## config.mk

```make
export PLATFORM = sky130hd
export DESIGN_NAME = tss_status_config
export DESIGN_NICKNAME = d
export VERILOG_FILES = /design/src/rtl/tss_pkg.sv /design/src/rtl/tss_status_config.sv
export VERILOG_INCLUDE_DIRS = /design/src /design/src/rtl
export SDC_FILE = /design/constraint.sdc
export NUM_CORES = 1
export LEC_CHECK = 0
export BUFFER_PORTS_ARGS = -buffer_cell sky130_fd_sc_hd__buf_2
export CAP_MARGIN = 20
export CORE_ASPECT_RATIO = 0.7
export CORE_MARGIN = 1
export CORE_UTILIZATION = 39
export CTS_BUF_LIST = sky130_fd_sc_hd__clkbuf_16
export CTS_CLUSTER_SIZE = 40
export DETAILED_ROUTE_END_ITERATION = 12
export GPL_ROUTABILITY_DRIVEN = 0
export GPL_TIMING_DRIVEN = 0
export PLACE_DENSITY = 0.57
export REMOVE_ABC_BUFFERS = 1
export SYNTH_ARGS = -nofsm -noshare
export SYNTH_HDL_FRONTEND = slang
export SYNTH_SLANG_ARGS = --single-unit
export TNS_END_PERCENT = 10
```

## constraint.sdc

```tcl
create_clock -name CORE_CLK -period 5.5 [get_ports CORE_CLK]
set_input_delay 0.275 -clock CORE_CLK [delete_from_list [all_inputs] [get_ports CORE_CLK]]
set_output_delay 0.275 -clock CORE_CLK [all_outputs]
set_load 0.01 [all_outputs]
```

## src/rtl/tss_cfg.svh

```systemverilog
// Register offsets, field positions, reset values and timing counts of the sensor status block.
`ifndef TSS_CFG_SVH
`define TSS_CFG_SVH
`define TSS_ADDR_TEMP_MSB    8'h00
`define TSS_ADDR_TEMP_LSB    8'h01
`define TSS_ADDR_STATUS      8'h02
`define TSS_ADDR_CONFIG      8'h03
`define TSS_ST_LOW_BIT       4
`define TSS_ST_HIGH_BIT      5
`define TSS_ST_CRIT_BIT      6
`define TSS_ST_RDY_N_BIT     7
`define TSS_CFG_RESET        8'h00
`define TSS_CFG_FQ_LSB       0
`define TSS_CFG_CRIT_POL_BIT 2
`define TSS_CFG_LIM_POL_BIT  3
`define TSS_CFG_CMP_BIT      4
`define TSS_CFG_MODE_LSB     5
`define TSS_CFG_RES_BIT      7
`define TSS_CLK_HZ           50000000
`define TSS_ONESHOT_MS       240
`define TSS_SPS_CONV_MS      60
`define TSS_SPS_PERIOD_MS    1000
`define TSS_CONT_CONV_MS     240
`endif

```

## src/rtl/tss_pkg.sv

```systemverilog
// Types shared by the sensor status block.
package tss_pkg;
	typedef enum logic [1:0] {
		TSS_MODE_CONT     = 2'b00,
		TSS_MODE_ONESHOT  = 2'b01,
		TSS_MODE_ONE_SPS  = 2'b10,
		TSS_MODE_SHUTDOWN = 2'b11
	} tss_mode_e;
	typedef enum logic [1:0] {
		TSS_ST_IDLE = 2'b00,
		TSS_ST_CONV = 2'b01,
		TSS_ST_WAIT = 2'b10
	} tss_state_e;
endpackage

```

## src/rtl/tss_status_config.sv

```systemverilog
// Status and configuration logic of the temperature sensor: flags, alarm pins, conversion timing.
//
// Function
// - Under-limit flag bit 4, hysteretic or read clear
// - Over-limit flag bit 5, hysteretic or read clear
// - Critical flag bit 6, hysteretic or read clear
// - Ready bit 7 low on store, high on read
// - Mode write restores ready in one-shot, ONE_PER_SECOND_MODE
// - Config bits 1:0 set fault count 1 to 4
// - Config bit 2 sets critical pin polarity
// - Config bit 3 sets limit pin polarity
// - Config bit 4 selects comparator or interrupt
// - Mode 00 converts back to back continuously
// - Mode 01 performs one 240 ms conversion
// - Mode 10 converts 60 ms once per second
// - Mode 11 shuts down, registers stay accessible
// - Config bit 7 selects 13 or 16 bit
// - Low three result bits: data or flags
// - Hysteresis widens limits when leaving an alarm
`include "tss_cfg.svh"
`timescale 1ns/1ns
module tss_status_config
	import tss_pkg::*;
#(
	parameter int unsigned ONESHOT_CYC = `TSS_ONESHOT_MS * (`TSS_CLK_HZ / 1000),
	parameter int unsigned SPS_CONV_CYC = `TSS_SPS_CONV_MS * (`TSS_CLK_HZ / 1000),
	parameter int unsigned SPS_PERIOD_CYC = `TSS_SPS_PERIOD_MS * (`TSS_CLK_HZ / 1000),
	parameter int unsigned CONT_CONV_CYC = `TSS_CONT_CONV_MS * (`TSS_CLK_HZ / 1000)
) (
	input  wire logic        CORE_CLK,
	input  wire logic        RESET_N,
	input  wire logic        CLK_EN,
	input  wire logic        REG_WR,
	input  wire logic        REG_RD,
	input  wire logic [7:0]  REG_ADDR,
	input  wire logic [7:0]  REG_WDATA,
	output logic      [7:0]  REG_RDATA,
	input  wire logic [15:0] ADC_SAMPLE,
	input  wire logic [15:0] HIGH_LIMIT,
	input  wire logic [15:0] LOW_LIMIT,
	input  wire logic [15:0] CRIT_LIMIT,
	input  wire logic [3:0]  HYSTERESIS_VALUE,
	output logic             ADC_POWER_EN,
	output logic             CONV_DONE,
	output logic             LIMIT_ALARM_PIN,
	output logic             CRITICAL_ALARM_PIN
);
	logic [7:0]  config_reg;
	logic [15:0] temp_reg;
	logic        low_flag_reg, high_flag_reg, crit_flag_reg, rdy_n_reg;
	logic        low_cond_reg, high_cond_reg, crit_cond_reg;
	logic        lim_irq_reg, crit_irq_reg;
	logic [2:0]  lim_cnt_reg, crit_cnt_reg;
	logic [31:0] timer_reg;
	tss_state_e  state_reg;
	logic        conv_end;
	logic        mode_wr;
	logic        st_rd;
	logic        temp_rd;
	tss_mode_e   mode;
	logic signed [16:0] t_s, hi_s, lo_s, cr_s, hy_s;
	logic        low_now, high_now, crit_now;
	logic        lim_fault, crit_fault;
	logic [2:0]  fq_depth;
	logic        lim_cmp, crit_cmp;
	logic [15:0] temp_shown;

	// One register access decode, shared by every side effect of the bus.
	function automatic logic bus_hit(input logic en, input logic strobe,
	                                 input logic [7:0] addr, input logic [7:0] target);
		return en && strobe && addr == target;
	endfunction

	// Only the timed modes restart the ready flag when their code is written.
	function automatic logic is_timed_start(input logic [1:0] code);
		return code == TSS_MODE_ONESHOT || code == TSS_MODE_ONE_SPS;
	endfunction

	assign mode    = tss_mode_e'(config_reg[`TSS_CFG_MODE_LSB +: 2]);
	assign st_rd   = bus_hit(CLK_EN, REG_RD, REG_ADDR, `TSS_ADDR_STATUS);
	assign temp_rd = bus_hit(CLK_EN, REG_RD, REG_ADDR, `TSS_ADDR_TEMP_LSB);
	assign mode_wr = bus_hit(CLK_EN, REG_WR, REG_ADDR, `TSS_ADDR_CONFIG);

	// Limits are compared in 16-bit units; hysteresis is whole degrees (128 LSB per degree).
	assign t_s  = {ADC_SAMPLE[15], ADC_SAMPLE};
	assign hi_s = {HIGH_LIMIT[15], HIGH_LIMIT};
	assign lo_s = {LOW_LIMIT[15], LOW_LIMIT};
	assign cr_s = {CRIT_LIMIT[15], CRIT_LIMIT};
	assign hy_s = {6'h00, HYSTERESIS_VALUE, 7'h00};

	// An alarm enters past the limit and leaves only past the hysteresis band.
	assign low_now  = low_cond_reg ? (t_s <= lo_s + hy_s) : (t_s < lo_s);
	assign high_now = high_cond_reg ? (t_s >= hi_s - hy_s) : (t_s > hi_s);
	assign crit_now = crit_cond_reg ? (t_s >= cr_s - hy_s) : (t_s > cr_s);

	// Conversion sequencer: timer runs in CONV, and WAIT pads ONE_PER_SECOND_MODE to one second.
	assign conv_end = state_reg == TSS_ST_CONV && timer_reg == 32'h0;

	always_ff @(posedge CORE_CLK or negedge RESET_N) begin
		if (!RESET_N) begin
			// The first conversion after reset runs a full continuous period.
			state_reg <= TSS_ST_CONV;
			timer_reg <= 32'(CONT_CONV_CYC - 1);
		end else if (CLK_EN) begin
			if (mode_wr) begin
				unique case (tss_mode_e'(REG_WDATA[`TSS_CFG_MODE_LSB +: 2]))
					TSS_MODE_CONT: begin
						state_reg <= TSS_ST_CONV;
						timer_reg <= CONT_CONV_CYC - 1;
					end
					TSS_MODE_ONESHOT: begin
						state_reg <= TSS_ST_CONV;
						timer_reg <= ONESHOT_CYC - 1;
					end
					TSS_MODE_ONE_SPS: begin
						state_reg <= TSS_ST_CONV;
						timer_reg <= SPS_CONV_CYC - 1;
					end
					TSS_MODE_SHUTDOWN: begin
						state_reg <= TSS_ST_IDLE;
						timer_reg <= 32'h0;
					end
				endcase
			end else begin
				unique case (state_reg)
					TSS_ST_IDLE: timer_reg <= 32'h0;
					TSS_ST_CONV: begin
						if (timer_reg != 32'h0) begin
							timer_reg <= timer_reg - 32'h1;
						end else if (mode == TSS_MODE_CONT) begin
							timer_reg <= CONT_CONV_CYC - 1;
						end else if (mode == TSS_MODE_ONE_SPS) begin
							state_reg <= TSS_ST_WAIT;
							timer_reg <= SPS_PERIOD_CYC - SPS_CONV_CYC - 1;
						end else begin
							state_reg <= TSS_ST_IDLE;
						end
					end
					TSS_ST_WAIT: begin
						if (timer_reg != 32'h0) begin
							timer_reg <= timer_reg - 32'h1;
						end else begin
							state_reg <= TSS_ST_CONV;
							timer_reg <= SPS_CONV_CYC - 1;
						end
					end
					default: state_reg <= TSS_ST_IDLE;
				endcase
			end
		end
	end

	always_ff @(posedge CORE_CLK or negedge RESET_N) begin
		if (!RESET_N) begin
			config_reg <= `TSS_CFG_RESET;
		end else if (mode_wr) begin
			config_reg <= REG_WDATA;
		end
	end

	// Result store; 13-bit mode zeroes the three low result bits.
	always_ff @(posedge CORE_CLK or negedge RESET_N) begin
		if (!RESET_N) begin
			temp_reg      <= 16'h0000;
			low_cond_reg  <= 1'b0;
			high_cond_reg <= 1'b0;
			crit_cond_reg <= 1'b0;
		end else if (CLK_EN && conv_end) begin
			temp_reg      <= config_reg[`TSS_CFG_RES_BIT] ? ADC_SAMPLE
			                 : {ADC_SAMPLE[15:3], 3'h0};
			low_cond_reg  <= low_now;
			high_cond_reg <= high_now;
			crit_cond_reg <= crit_now;
		end
	end

	// Status flags: a new event in the read cycle wins over the read clear.
	always_ff @(posedge CORE_CLK or negedge RESET_N) begin
		if (!RESET_N) begin
			low_flag_reg  <= 1'b0;
			high_flag_reg <= 1'b0;
			crit_flag_reg <= 1'b0;
		end else if (CLK_EN) begin
			if (conv_end) begin
				low_flag_reg  <= low_now || (low_flag_reg && !st_rd && low_now);
				high_flag_reg <= high_now;
				crit_flag_reg <= crit_now;
			end else if (st_rd) begin
				low_flag_reg  <= 1'b0;
				high_flag_reg <= 1'b0;
				crit_flag_reg <= 1'b0;
			end
		end
	end

	always_ff @(posedge CORE_CLK or negedge RESET_N) begin
		if (!RESET_N) begin
			rdy_n_reg <= 1'b1;
		end else if (CLK_EN) begin
			if (conv_end) begin
				rdy_n_reg <= 1'b0;
			end else if (temp_rd) begin
				rdy_n_reg <= 1'b1;
			end else if (mode_wr && is_timed_start(REG_WDATA[`TSS_CFG_MODE_LSB +: 2])) begin
				rdy_n_reg <= 1'b1;
			end
		end
	end

	// Fault queues count consecutive violating conversions, saturating one past the deepest code.
	function automatic logic [2:0] fq_next(input logic [2:0] cnt, input logic hit);
		if (!hit) begin
			return 3'h0;
		end
		return (cnt == 3'h4) ? cnt : cnt + 3'h1;
	endfunction

	assign fq_depth   = {1'b0, config_reg[`TSS_CFG_FQ_LSB +: 2]};
	assign lim_fault  = lim_cnt_reg >= fq_depth;
	assign crit_fault = crit_cnt_reg >= fq_depth;
	// Comparator pins need depth plus one consecutive faults, like the latched path.
	assign lim_cmp    = (low_cond_reg || high_cond_reg) && lim_cnt_reg > fq_depth;
	assign crit_cmp   = crit_cond_reg && crit_cnt_reg > fq_depth;

	always_ff @(posedge CORE_CLK or negedge RESET_N) begin
		if (!RESET_N) begin
			lim_cnt_reg <= 3'h0;
		end else if (CLK_EN && conv_end) begin
			lim_cnt_reg <= fq_next(lim_cnt_reg, low_now || high_now);
		end
	end

	always_ff @(posedge CORE_CLK or negedge RESET_N) begin
		if (!RESET_N) begin
			crit_cnt_reg <= 3'h0;
		end else if (CLK_EN && conv_end) begin
			crit_cnt_reg <= fq_next(crit_cnt_reg, crit_now);
		end
	end

	// Latched alarms: a new fault in the read cycle wins over the read clear.
	always_ff @(posedge CORE_CLK or negedge RESET_N) begin
		if (!RESET_N) begin
			lim_irq_reg <= 1'b0;
		end else if (CLK_EN) begin
			if (conv_end && (low_now || high_now) && lim_fault) begin
				lim_irq_reg <= 1'b1;
			end else if (st_rd) begin
				lim_irq_reg <= 1'b0;
			end
		end
	end

	always_ff @(posedge CORE_CLK or negedge RESET_N) begin
		if (!RESET_N) begin
			crit_irq_reg <= 1'b0;
		end else if (CLK_EN) begin
			if (conv_end && crit_now && crit_fault) begin
				crit_irq_reg <= 1'b1;
			end else if (st_rd) begin
				crit_irq_reg <= 1'b0;
			end
		end
	end

	assign temp_shown = config_reg[`TSS_CFG_RES_BIT] ? temp_reg
	                    : {temp_reg[15:3], crit_flag_reg, high_flag_reg, low_flag_reg};

	always_ff @(posedge CORE_CLK or negedge RESET_N) begin
		if (!RESET_N) begin
			REG_RDATA          <= 8'h00;
			ADC_POWER_EN       <= 1'b1;
			CONV_DONE          <= 1'b0;
			LIMIT_ALARM_PIN    <= 1'b1;
			CRITICAL_ALARM_PIN <= 1'b1;
		end else if (CLK_EN) begin
			unique case (REG_ADDR)
				`TSS_ADDR_TEMP_MSB: REG_RDATA <= temp_shown[15:8];
				`TSS_ADDR_TEMP_LSB: REG_RDATA <= temp_shown[7:0];
				`TSS_ADDR_STATUS:   REG_RDATA <= {rdy_n_reg, crit_flag_reg, high_flag_reg,
				                                  low_flag_reg, 4'h0};
				`TSS_ADDR_CONFIG:   REG_RDATA <= config_reg;
				default:            REG_RDATA <= 8'h00;
			endcase
			ADC_POWER_EN       <= state_reg == TSS_ST_CONV;
			CONV_DONE          <= conv_end;
			LIMIT_ALARM_PIN    <= ~config_reg[`TSS_CFG_LIM_POL_BIT] ^
			                      (config_reg[`TSS_CFG_CMP_BIT]
			                       ? lim_cmp
			                       : lim_irq_reg);
			CRITICAL_ALARM_PIN <= ~config_reg[`TSS_CFG_CRIT_POL_BIT] ^
			                      (config_reg[`TSS_CFG_CMP_BIT]
			                       ? crit_cmp
			                       : crit_irq_reg);
		end
	end
endmodule // tss_status_config

```

# Word level (Yosys, flattened, before mapping)
# Index checks and enable logic that the tools add are counted.
dict set report totals {
  register_bits 85
  input_bits 89
  word_cells 141
}
dict set report op_classes {
  add_sub_neg 6
  n_lt_le_gt_ge 10
  n_eq_ne 18
  mux 41
  n_bitwise 4
  n_reduce_logical 42
}
# op count
set ops {}
lappend ops {{32-bit case mux with 3 select lines} 2}
lappend ops {{32-bit two-way mux} 5}
lappend ops {{16-bit by 17-bit >= comparator with 1-bit output} 2}
lappend ops {{16-bit by 12-bit subtractor with 17-bit output} 2}
lappend ops {{16-bit > comparator} 2}
lappend ops {{32-bit logical NOT} 1}
lappend ops {{8-bit case mux with 4 select lines} 1}
lappend ops {{32-bit nonzero test} 1}
lappend ops {{32-bit by 1-bit subtractor with 32-bit output, second input constant} 1}
lappend ops {{3-bit two-way mux} 8}
lappend ops {{1-bit two-way mux} 18}
lappend ops {{16-bit by 12-bit adder with 17-bit output} 1}
lappend ops {{16-bit by 17-bit less-or-equal comparator with 1-bit output} 1}
lappend ops {{8-bit by 2-bit == test with 1-bit output, second input constant} 2}
lappend ops {{1-bit logical AND} 16}
lappend ops {{16-bit < comparator} 1}
lappend ops {{2-bit AND reduction} 6}
lappend ops {{2-bit two-way mux} 5}
lappend ops {{3-bit inequality test, second input constant} 3}
lappend ops {{2-bit == test, second input constant} 4}
lappend ops {{8-bit by 1-bit == test with 1-bit output, second input constant} 1}
lappend ops {{8-bit logical NOT} 1}
lappend ops {{3-bit by 1-bit adder with 3-bit output, second input constant} 2}
lappend ops {{3-bit == test, second input constant} 2}
lappend ops {{19 further kinds} 33}

# Depth between registers and ports, before layout
dict set report logic_depth {
  word_depth 8
  mapped_depth 17
}

# Worst setup path before layout
# No wires, ideal clock.
dict set report synth_timing {
  path_kind {input-to-reg}
  start {input port HYSTERESIS_VALUE[1]}
  end {register crit_cnt_reg[0]}
  setup_time_ns 0.140
  arrival_time_ns 3.216
  setup_slack_ns 2.143
  path_stages 15
  path_cell_list {inv_1 ha_1 a21o_1 a21o_1 a211oi_1 a31oi_1 a21oi_1 ha_1 and4_1 nand4_1 nor3_1 a211o_1 a221o_1 a31oi_1 a211oi_1}
}
dict set report synth_via {
  elab_chain_cells 7
}
# item line_no
set synth_lines {}
lappend synth_lines {{from (decl)} tss_status_config.sv:42} ;# input wire logic [3:0] HYSTERESIS_VALUE,
lappend synth_lines {{16-bit by 12-bit subtractor with 17-bit output (*)} tss_status_config.sv:94} ;# assign crit_now = crit_cond_reg ? (t_s >= cr_s - hy_s) : (t_s > cr_s);
lappend synth_lines {{16-bit by 17-bit >= comparator with 1-bit output (*)} tss_status_config.sv:94}
lappend synth_lines {{1-bit two-way mux (*)} tss_status_config.sv:94}
lappend synth_lines {{1-bit two-way mux (*)} tss_status_config.sv:212} ;# if (!hit) begin
lappend synth_lines {{1-bit two-way mux (*)} tss_status_config.sv:236} ;# end else if (CLK_EN && conv_end) begin
lappend synth_lines {{2-bit inequality test (no line)} n/a}
lappend synth_lines {{2-bit AND reduction (no line)} n/a}
lappend synth_lines {{to (signal assigned)} tss_status_config.sv:237} ;# crit_cnt_reg <= fq_next(crit_cnt_reg, crit_now);
lappend synth_lines {{to (decl)} tss_status_config.sv:53} ;# logic [2:0] lim_cnt_reg, crit_cnt_reg;
# Every way passes the cells marked *; elsewhere a longest branch is shown, timed or not. The select of a mux whose other input is x is not followed.
# A chain may end at the register's enable or synchronous reset.

# Worst setup path in the final report
dict set report layout_timing {
  start {register timer_reg[15]}
  end {register lim_cnt_reg[1]}
}
dict set report layout_via {
  elab_chain_cells 4
}
# item line_no
set layout_lines {}
lappend layout_lines {{from (decl)} tss_status_config.sv:54} ;# logic [31:0] timer_reg;
lappend layout_lines {{from (signal assigned)} tss_status_config.sv:103} ;# timer_reg <= 32'(CONT_CONV_CYC - 1);
lappend layout_lines {{from (signal assigned)} tss_status_config.sv:109} ;# timer_reg <= CONT_CONV_CYC - 1;
lappend layout_lines {{from (signal assigned)} tss_status_config.sv:113} ;# timer_reg <= ONESHOT_CYC - 1;
lappend layout_lines {{32-bit logical NOT} tss_status_config.sv:97} ;# assign conv_end = state_reg == TSS_ST_CONV && timer_reg == 32'h0;
lappend layout_lines {{1-bit logical AND} tss_status_config.sv:97}
lappend layout_lines {{1-bit logical AND} tss_status_config.sv:228} ;# end else if (CLK_EN && conv_end) begin
lappend layout_lines {{2-bit AND reduction (no line)} n/a}
lappend layout_lines {{to (signal assigned)} tss_status_config.sv:229} ;# lim_cnt_reg <= fq_next(lim_cnt_reg, low_now || high_now);
lappend layout_lines {{to (decl)} tss_status_config.sv:53}
# Every way passes these cells.

==> flow_results.org <==
** Logic synthesis
- Syn avg cell area :: 8.25 um2
- Counting flops with a built-in enable in the synthesized netlist gives 0.
- Sequential share of the synthesized area :: 28.8%
- Register bit total from synthesis :: 85
- For this run, the leading register cell type out of synthesis is dfrtp_1.
- For this run, the number of Yosys warnings is 0.
- The mapped netlist covers 0.00749 mm2.
- After synthesis, the netlist uses 70 different library cells.
- After synthesis, the share of flip-flops with an asynchronous set or reset is 100%.
- Counting every instance in the synthesized netlist gives 908.

** Worst setup path
- Arrival time of data at the critical path endpoint :: 4.25 ns
- The worst setup path is launched from a flop.
- For the worst setup path, the data required time is 5.72 ns.
- Largest fanout on the critical path :: 23
- The worst setup path is of the flop to flop kind.
- Endpoint type of the worst setup path :: flop

** Clock tree
- TritonCTS created 9 clock buffers.
- Clock tree from TritonCTS :: built
- The clock reaches the later pin of the worst-skew pair after 0.34 ns.
- Clock-pin slew was measured on the worst setup and hold paths at 0.07 ns.
- Gates resized during post-CTS repair numbered 0.
- Root Buffer Master :: clkbuf_16
- CTS saw 85 sinks.
- Buffers inserted to repair hold after CTS numbered 1.
- The clock passes through at most 2 buffers.
- Number of levels the H-tree was split into :: 3
- After clock tree synthesis, the setup repair step added 0 buffers.

** Routing
- WL met2 :: 7790 um
- Routed via count :: 6,863
- The routed design uses 873 um of met3 wire.
- Antenna-violating nets left :: 0
- Dividing the detail-routed wire length by the instance count gives 17.1 um.
- In the final routing, the length of wire on met1 measures 12,500 um.
- DR vias/cell :: 5.51
- Number of remaining DRC errors :: 0
- Top layer reached by signal wires :: met4
- Before antenna repair, the detailed router went through 5 iterations.
- After detailed routing, the total wire length is 21,300 um.
- After the first detailed-routing iteration, the DRC count stood at 517.

** STA
- Worst-Margin Slew :: 1.05 ns
- Final slew viol count :: 0
- Final hold violation count :: 0
- Total of endpoints with negative setup slack in the final report :: 0
- Summed over all failing endpoints, the final setup total negative slack is 0 ns.
- The tightest hold path in the finished design has a slack of 0.128 ns.
- After layout, the worst path uses 73.2% of the clock period.
- Based on the critical path, the design can be clocked at up to 248 MHz.
- Clock skew :: 0.0132 ns
- Time the worst path needs with I/O delays and setup :: 4.03 ns
- Setup repair after global routing missed its margin :: no
- Measured against its own limit, the worst slew margin works out to 29.3%.

** Final layout
- The final layout contains 1,195 nets.
- From synthesis to final layout, the design area changed by 14.5%.
- Finished Cell Area :: 0.00858 mm2
- Counting the fill cells in the layout gives 1,906.
- Of the cells placed in the final design, the portion with a size suffix greater than 1 is 15.5%.
- The library cell used most frequently in the layout, excluding fill and tap cells, is nand2_1.
- Most frequent cells in the layout :: 133 x nand2_1, 105 x ha_1, 99 x buf_2
- The repair_antennas step left the layout with diodes totalling 0.
- Max FFs per register :: 32

** Placement
- Port buffering added 100 buffers.
- Once placement finished, the instance area stood at 0.00826 mm2.
- Detailed placement ended at an HPWL of 17,000 um.

** Hold path
- Worst min-delay path category :: input pin to flop

** Global route
- Via count of the first global-routing pass :: 6,294
- Wire length of the first global-routing pass :: 34,300 um
- Maximum number of pins on one net before global-route repair :: 63
- The initial antenna violation count was 0.
- GRT Overall Usage :: 22.0%
- Global routing finished with a remaining overflow of 0.

** Floorplan
- Floorplan row count :: 42
- From left edge to right edge, the die measures 168 um.
- After floorplanning, the core was sized to cover 0.0189 mm2.
- Overall die height :: 118 um
- Initial cell density of the core :: 39.7%
- In this run the count of I/O pins placed on the die edge is 101.
- Die ar. :: 0.0198 mm2

** Outcome
- Outcome :: finished clean

** Job
- The tool flagged a number of max-cap violations equal to 0.

** Pwr
- Part of the power in the clock network :: 34.7%
- For this design the ratio of total power to cell area is 215 mW/mm2.
- Leakage power :: 4.35 nW
- Switching Power :: 618 uW
- Internal :: 1.23 mW
- Sequential fraction of design power :: 37.1%
- Switch share :: 33.5%
- Combinational logic is responsible for 28.3% of the overall power.
- Across the VDD grid, the largest voltage drop is 159 uV.
[final cells by class]
type	count	area [um2]	share of cell area (%)
Sequential cell	85	2150	25.1
Clock buffer	9	225	2.63
Inverter	87	327	3.81
Multi-Input combinational cell	712	4920	57.4
Tap cell	242	303	3.53
Timing Repair Buffer	103	568	6.62
Clock inverter	7	81.3	0.948
[power by group through the flow]
| stage | Sequential, mW | Clock (mW) | Combinational, mW |
|---|---|---|---|
| 2_1_floorplan | 0.686 | 0 | 0.337 |
| 3_3_place_gp | 0.694 | 0 | 0.507 |
| 3_5_place_dp | 0.694 | 0 | 0.514 |
| 4_1_cts | 0.683 | 0.648 | 0.518 |
| 5_1_grt | 0.688 | 0.677 | 0.589 |
| 6_report | 0.683 | 0.639 | 0.521 |
[cells by family (layout without fill, tap and decap cells)]
| family | Yosys count | after routing | synth area share, % |
|---|---|---|---|
| multiplexers | 10 | 10 | 2.05 |
| XOR/XNOR | 27 | 27 | 3.16 |
| buffers and inverters | 111 | 206 | 5.63 |
| AND/OR/NAND/NOR | 324 | 324 | 21.1 |
| AO/OA/AOI/OAI | 243 | 243 | 21.0 |
| adder cells (fa/ha/maj) | 108 | 108 | 18.3 |
| flip-flops | 85 | 85 | 28.8 |
[critical path, stage by stage, from the launching register on]
cell and delay (ns):
dfrtp_1 0.43, or3_1 0.41, nor3_1 0.87, and4_1 0.65, nand3_1 0.77, a21oi_1 0.35, nand2_1 0.18, o21a_1 0.22
[synth_stat cells, drive strengths merged, types with 4 or more instances]
cell type / instances / area (um2)
a211o: 10 / 87.6
a211oi: 13 / 97.6
a21o: 20 / 150
a21oi: 64 / 324
a22o: 6 / 52.6
a22oi: 7 / 52.6
a31oi: 12 / 75.1
and3: 13 / 81.3
and4: 6 / 52.6
buf: 5 / 23.8
clkbuf: 19 / 71.3
dfrtp: 63 / 1580
dfstp: 22 / 578
ha: 105 / 1310
inv: 86 / 323
mux4: 4 / 90.1
nand2: 133 / 499
nand2b: 6 / 37.5
nand3: 24 / 120
nand4: 13 / 96.3
nand4b: 5 / 43.8
nor2: 53 / 201
nor2b: 8 / 50.1
nor3: 31 / 155
nor3b: 5 / 37.5
nor4: 6 / 52.6
o211ai: 6 / 45.0
o21a: 6 / 45.0
o21ai: 58 / 294
o2bb2ai: 5 / 43.8
o31ai: 7 / 52.6
o41ai: 4 / 35.0
or3: 7 / 43.8
xnor2: 23 / 201
xor2: 4 / 35.0
[stage by stage]
stage,util (%),cells,setup WS [ns],power (mW)
6_report,45.5,1245,1.47,1.84
5_1_grt,45.5,1245,1.21,1.95
4_1_cts,45.5,1245,1.49,1.85
3_5_place_dp,43.8,1228,1.17,1.21
3_3_place_gp,43.5,1226,0.984,1.20
2_1_floorplan,-,884,2.09,1.02
[routing by layer]
| layer | GRT usage, % | vias to the layer above |
|---|---|---|
| li1 | - | 3462 |
| met3 | 3.36 | 7 |
| met1 | 37.8 | 3241 |
| met4 | 3.27 | 0 |
| met2 | 27.9 | 153 |
| met5 | 0 | - |
[final timing paths]
kind                               startpoint              to  slack (ns)  depth (start not counted)
worst max-delay path            timer_reg[15]  lim_cnt_reg[1]        1.47                          7
worst min-delay path             REG_WDATA[3]   config_reg[3]        0.13                          3
worst max register to register  timer_reg[15]  lim_cnt_reg[1]        1.47                          7
worst min register to register   temp_reg[15]    temp_reg[15]        0.47                          2
max in group asynchronous             RESET_N       rdy_n_reg        4.44                          3
min in group asynchronous             RESET_N   timer_reg[13]        0.39                          2
(Power assumes the default switching activity.)
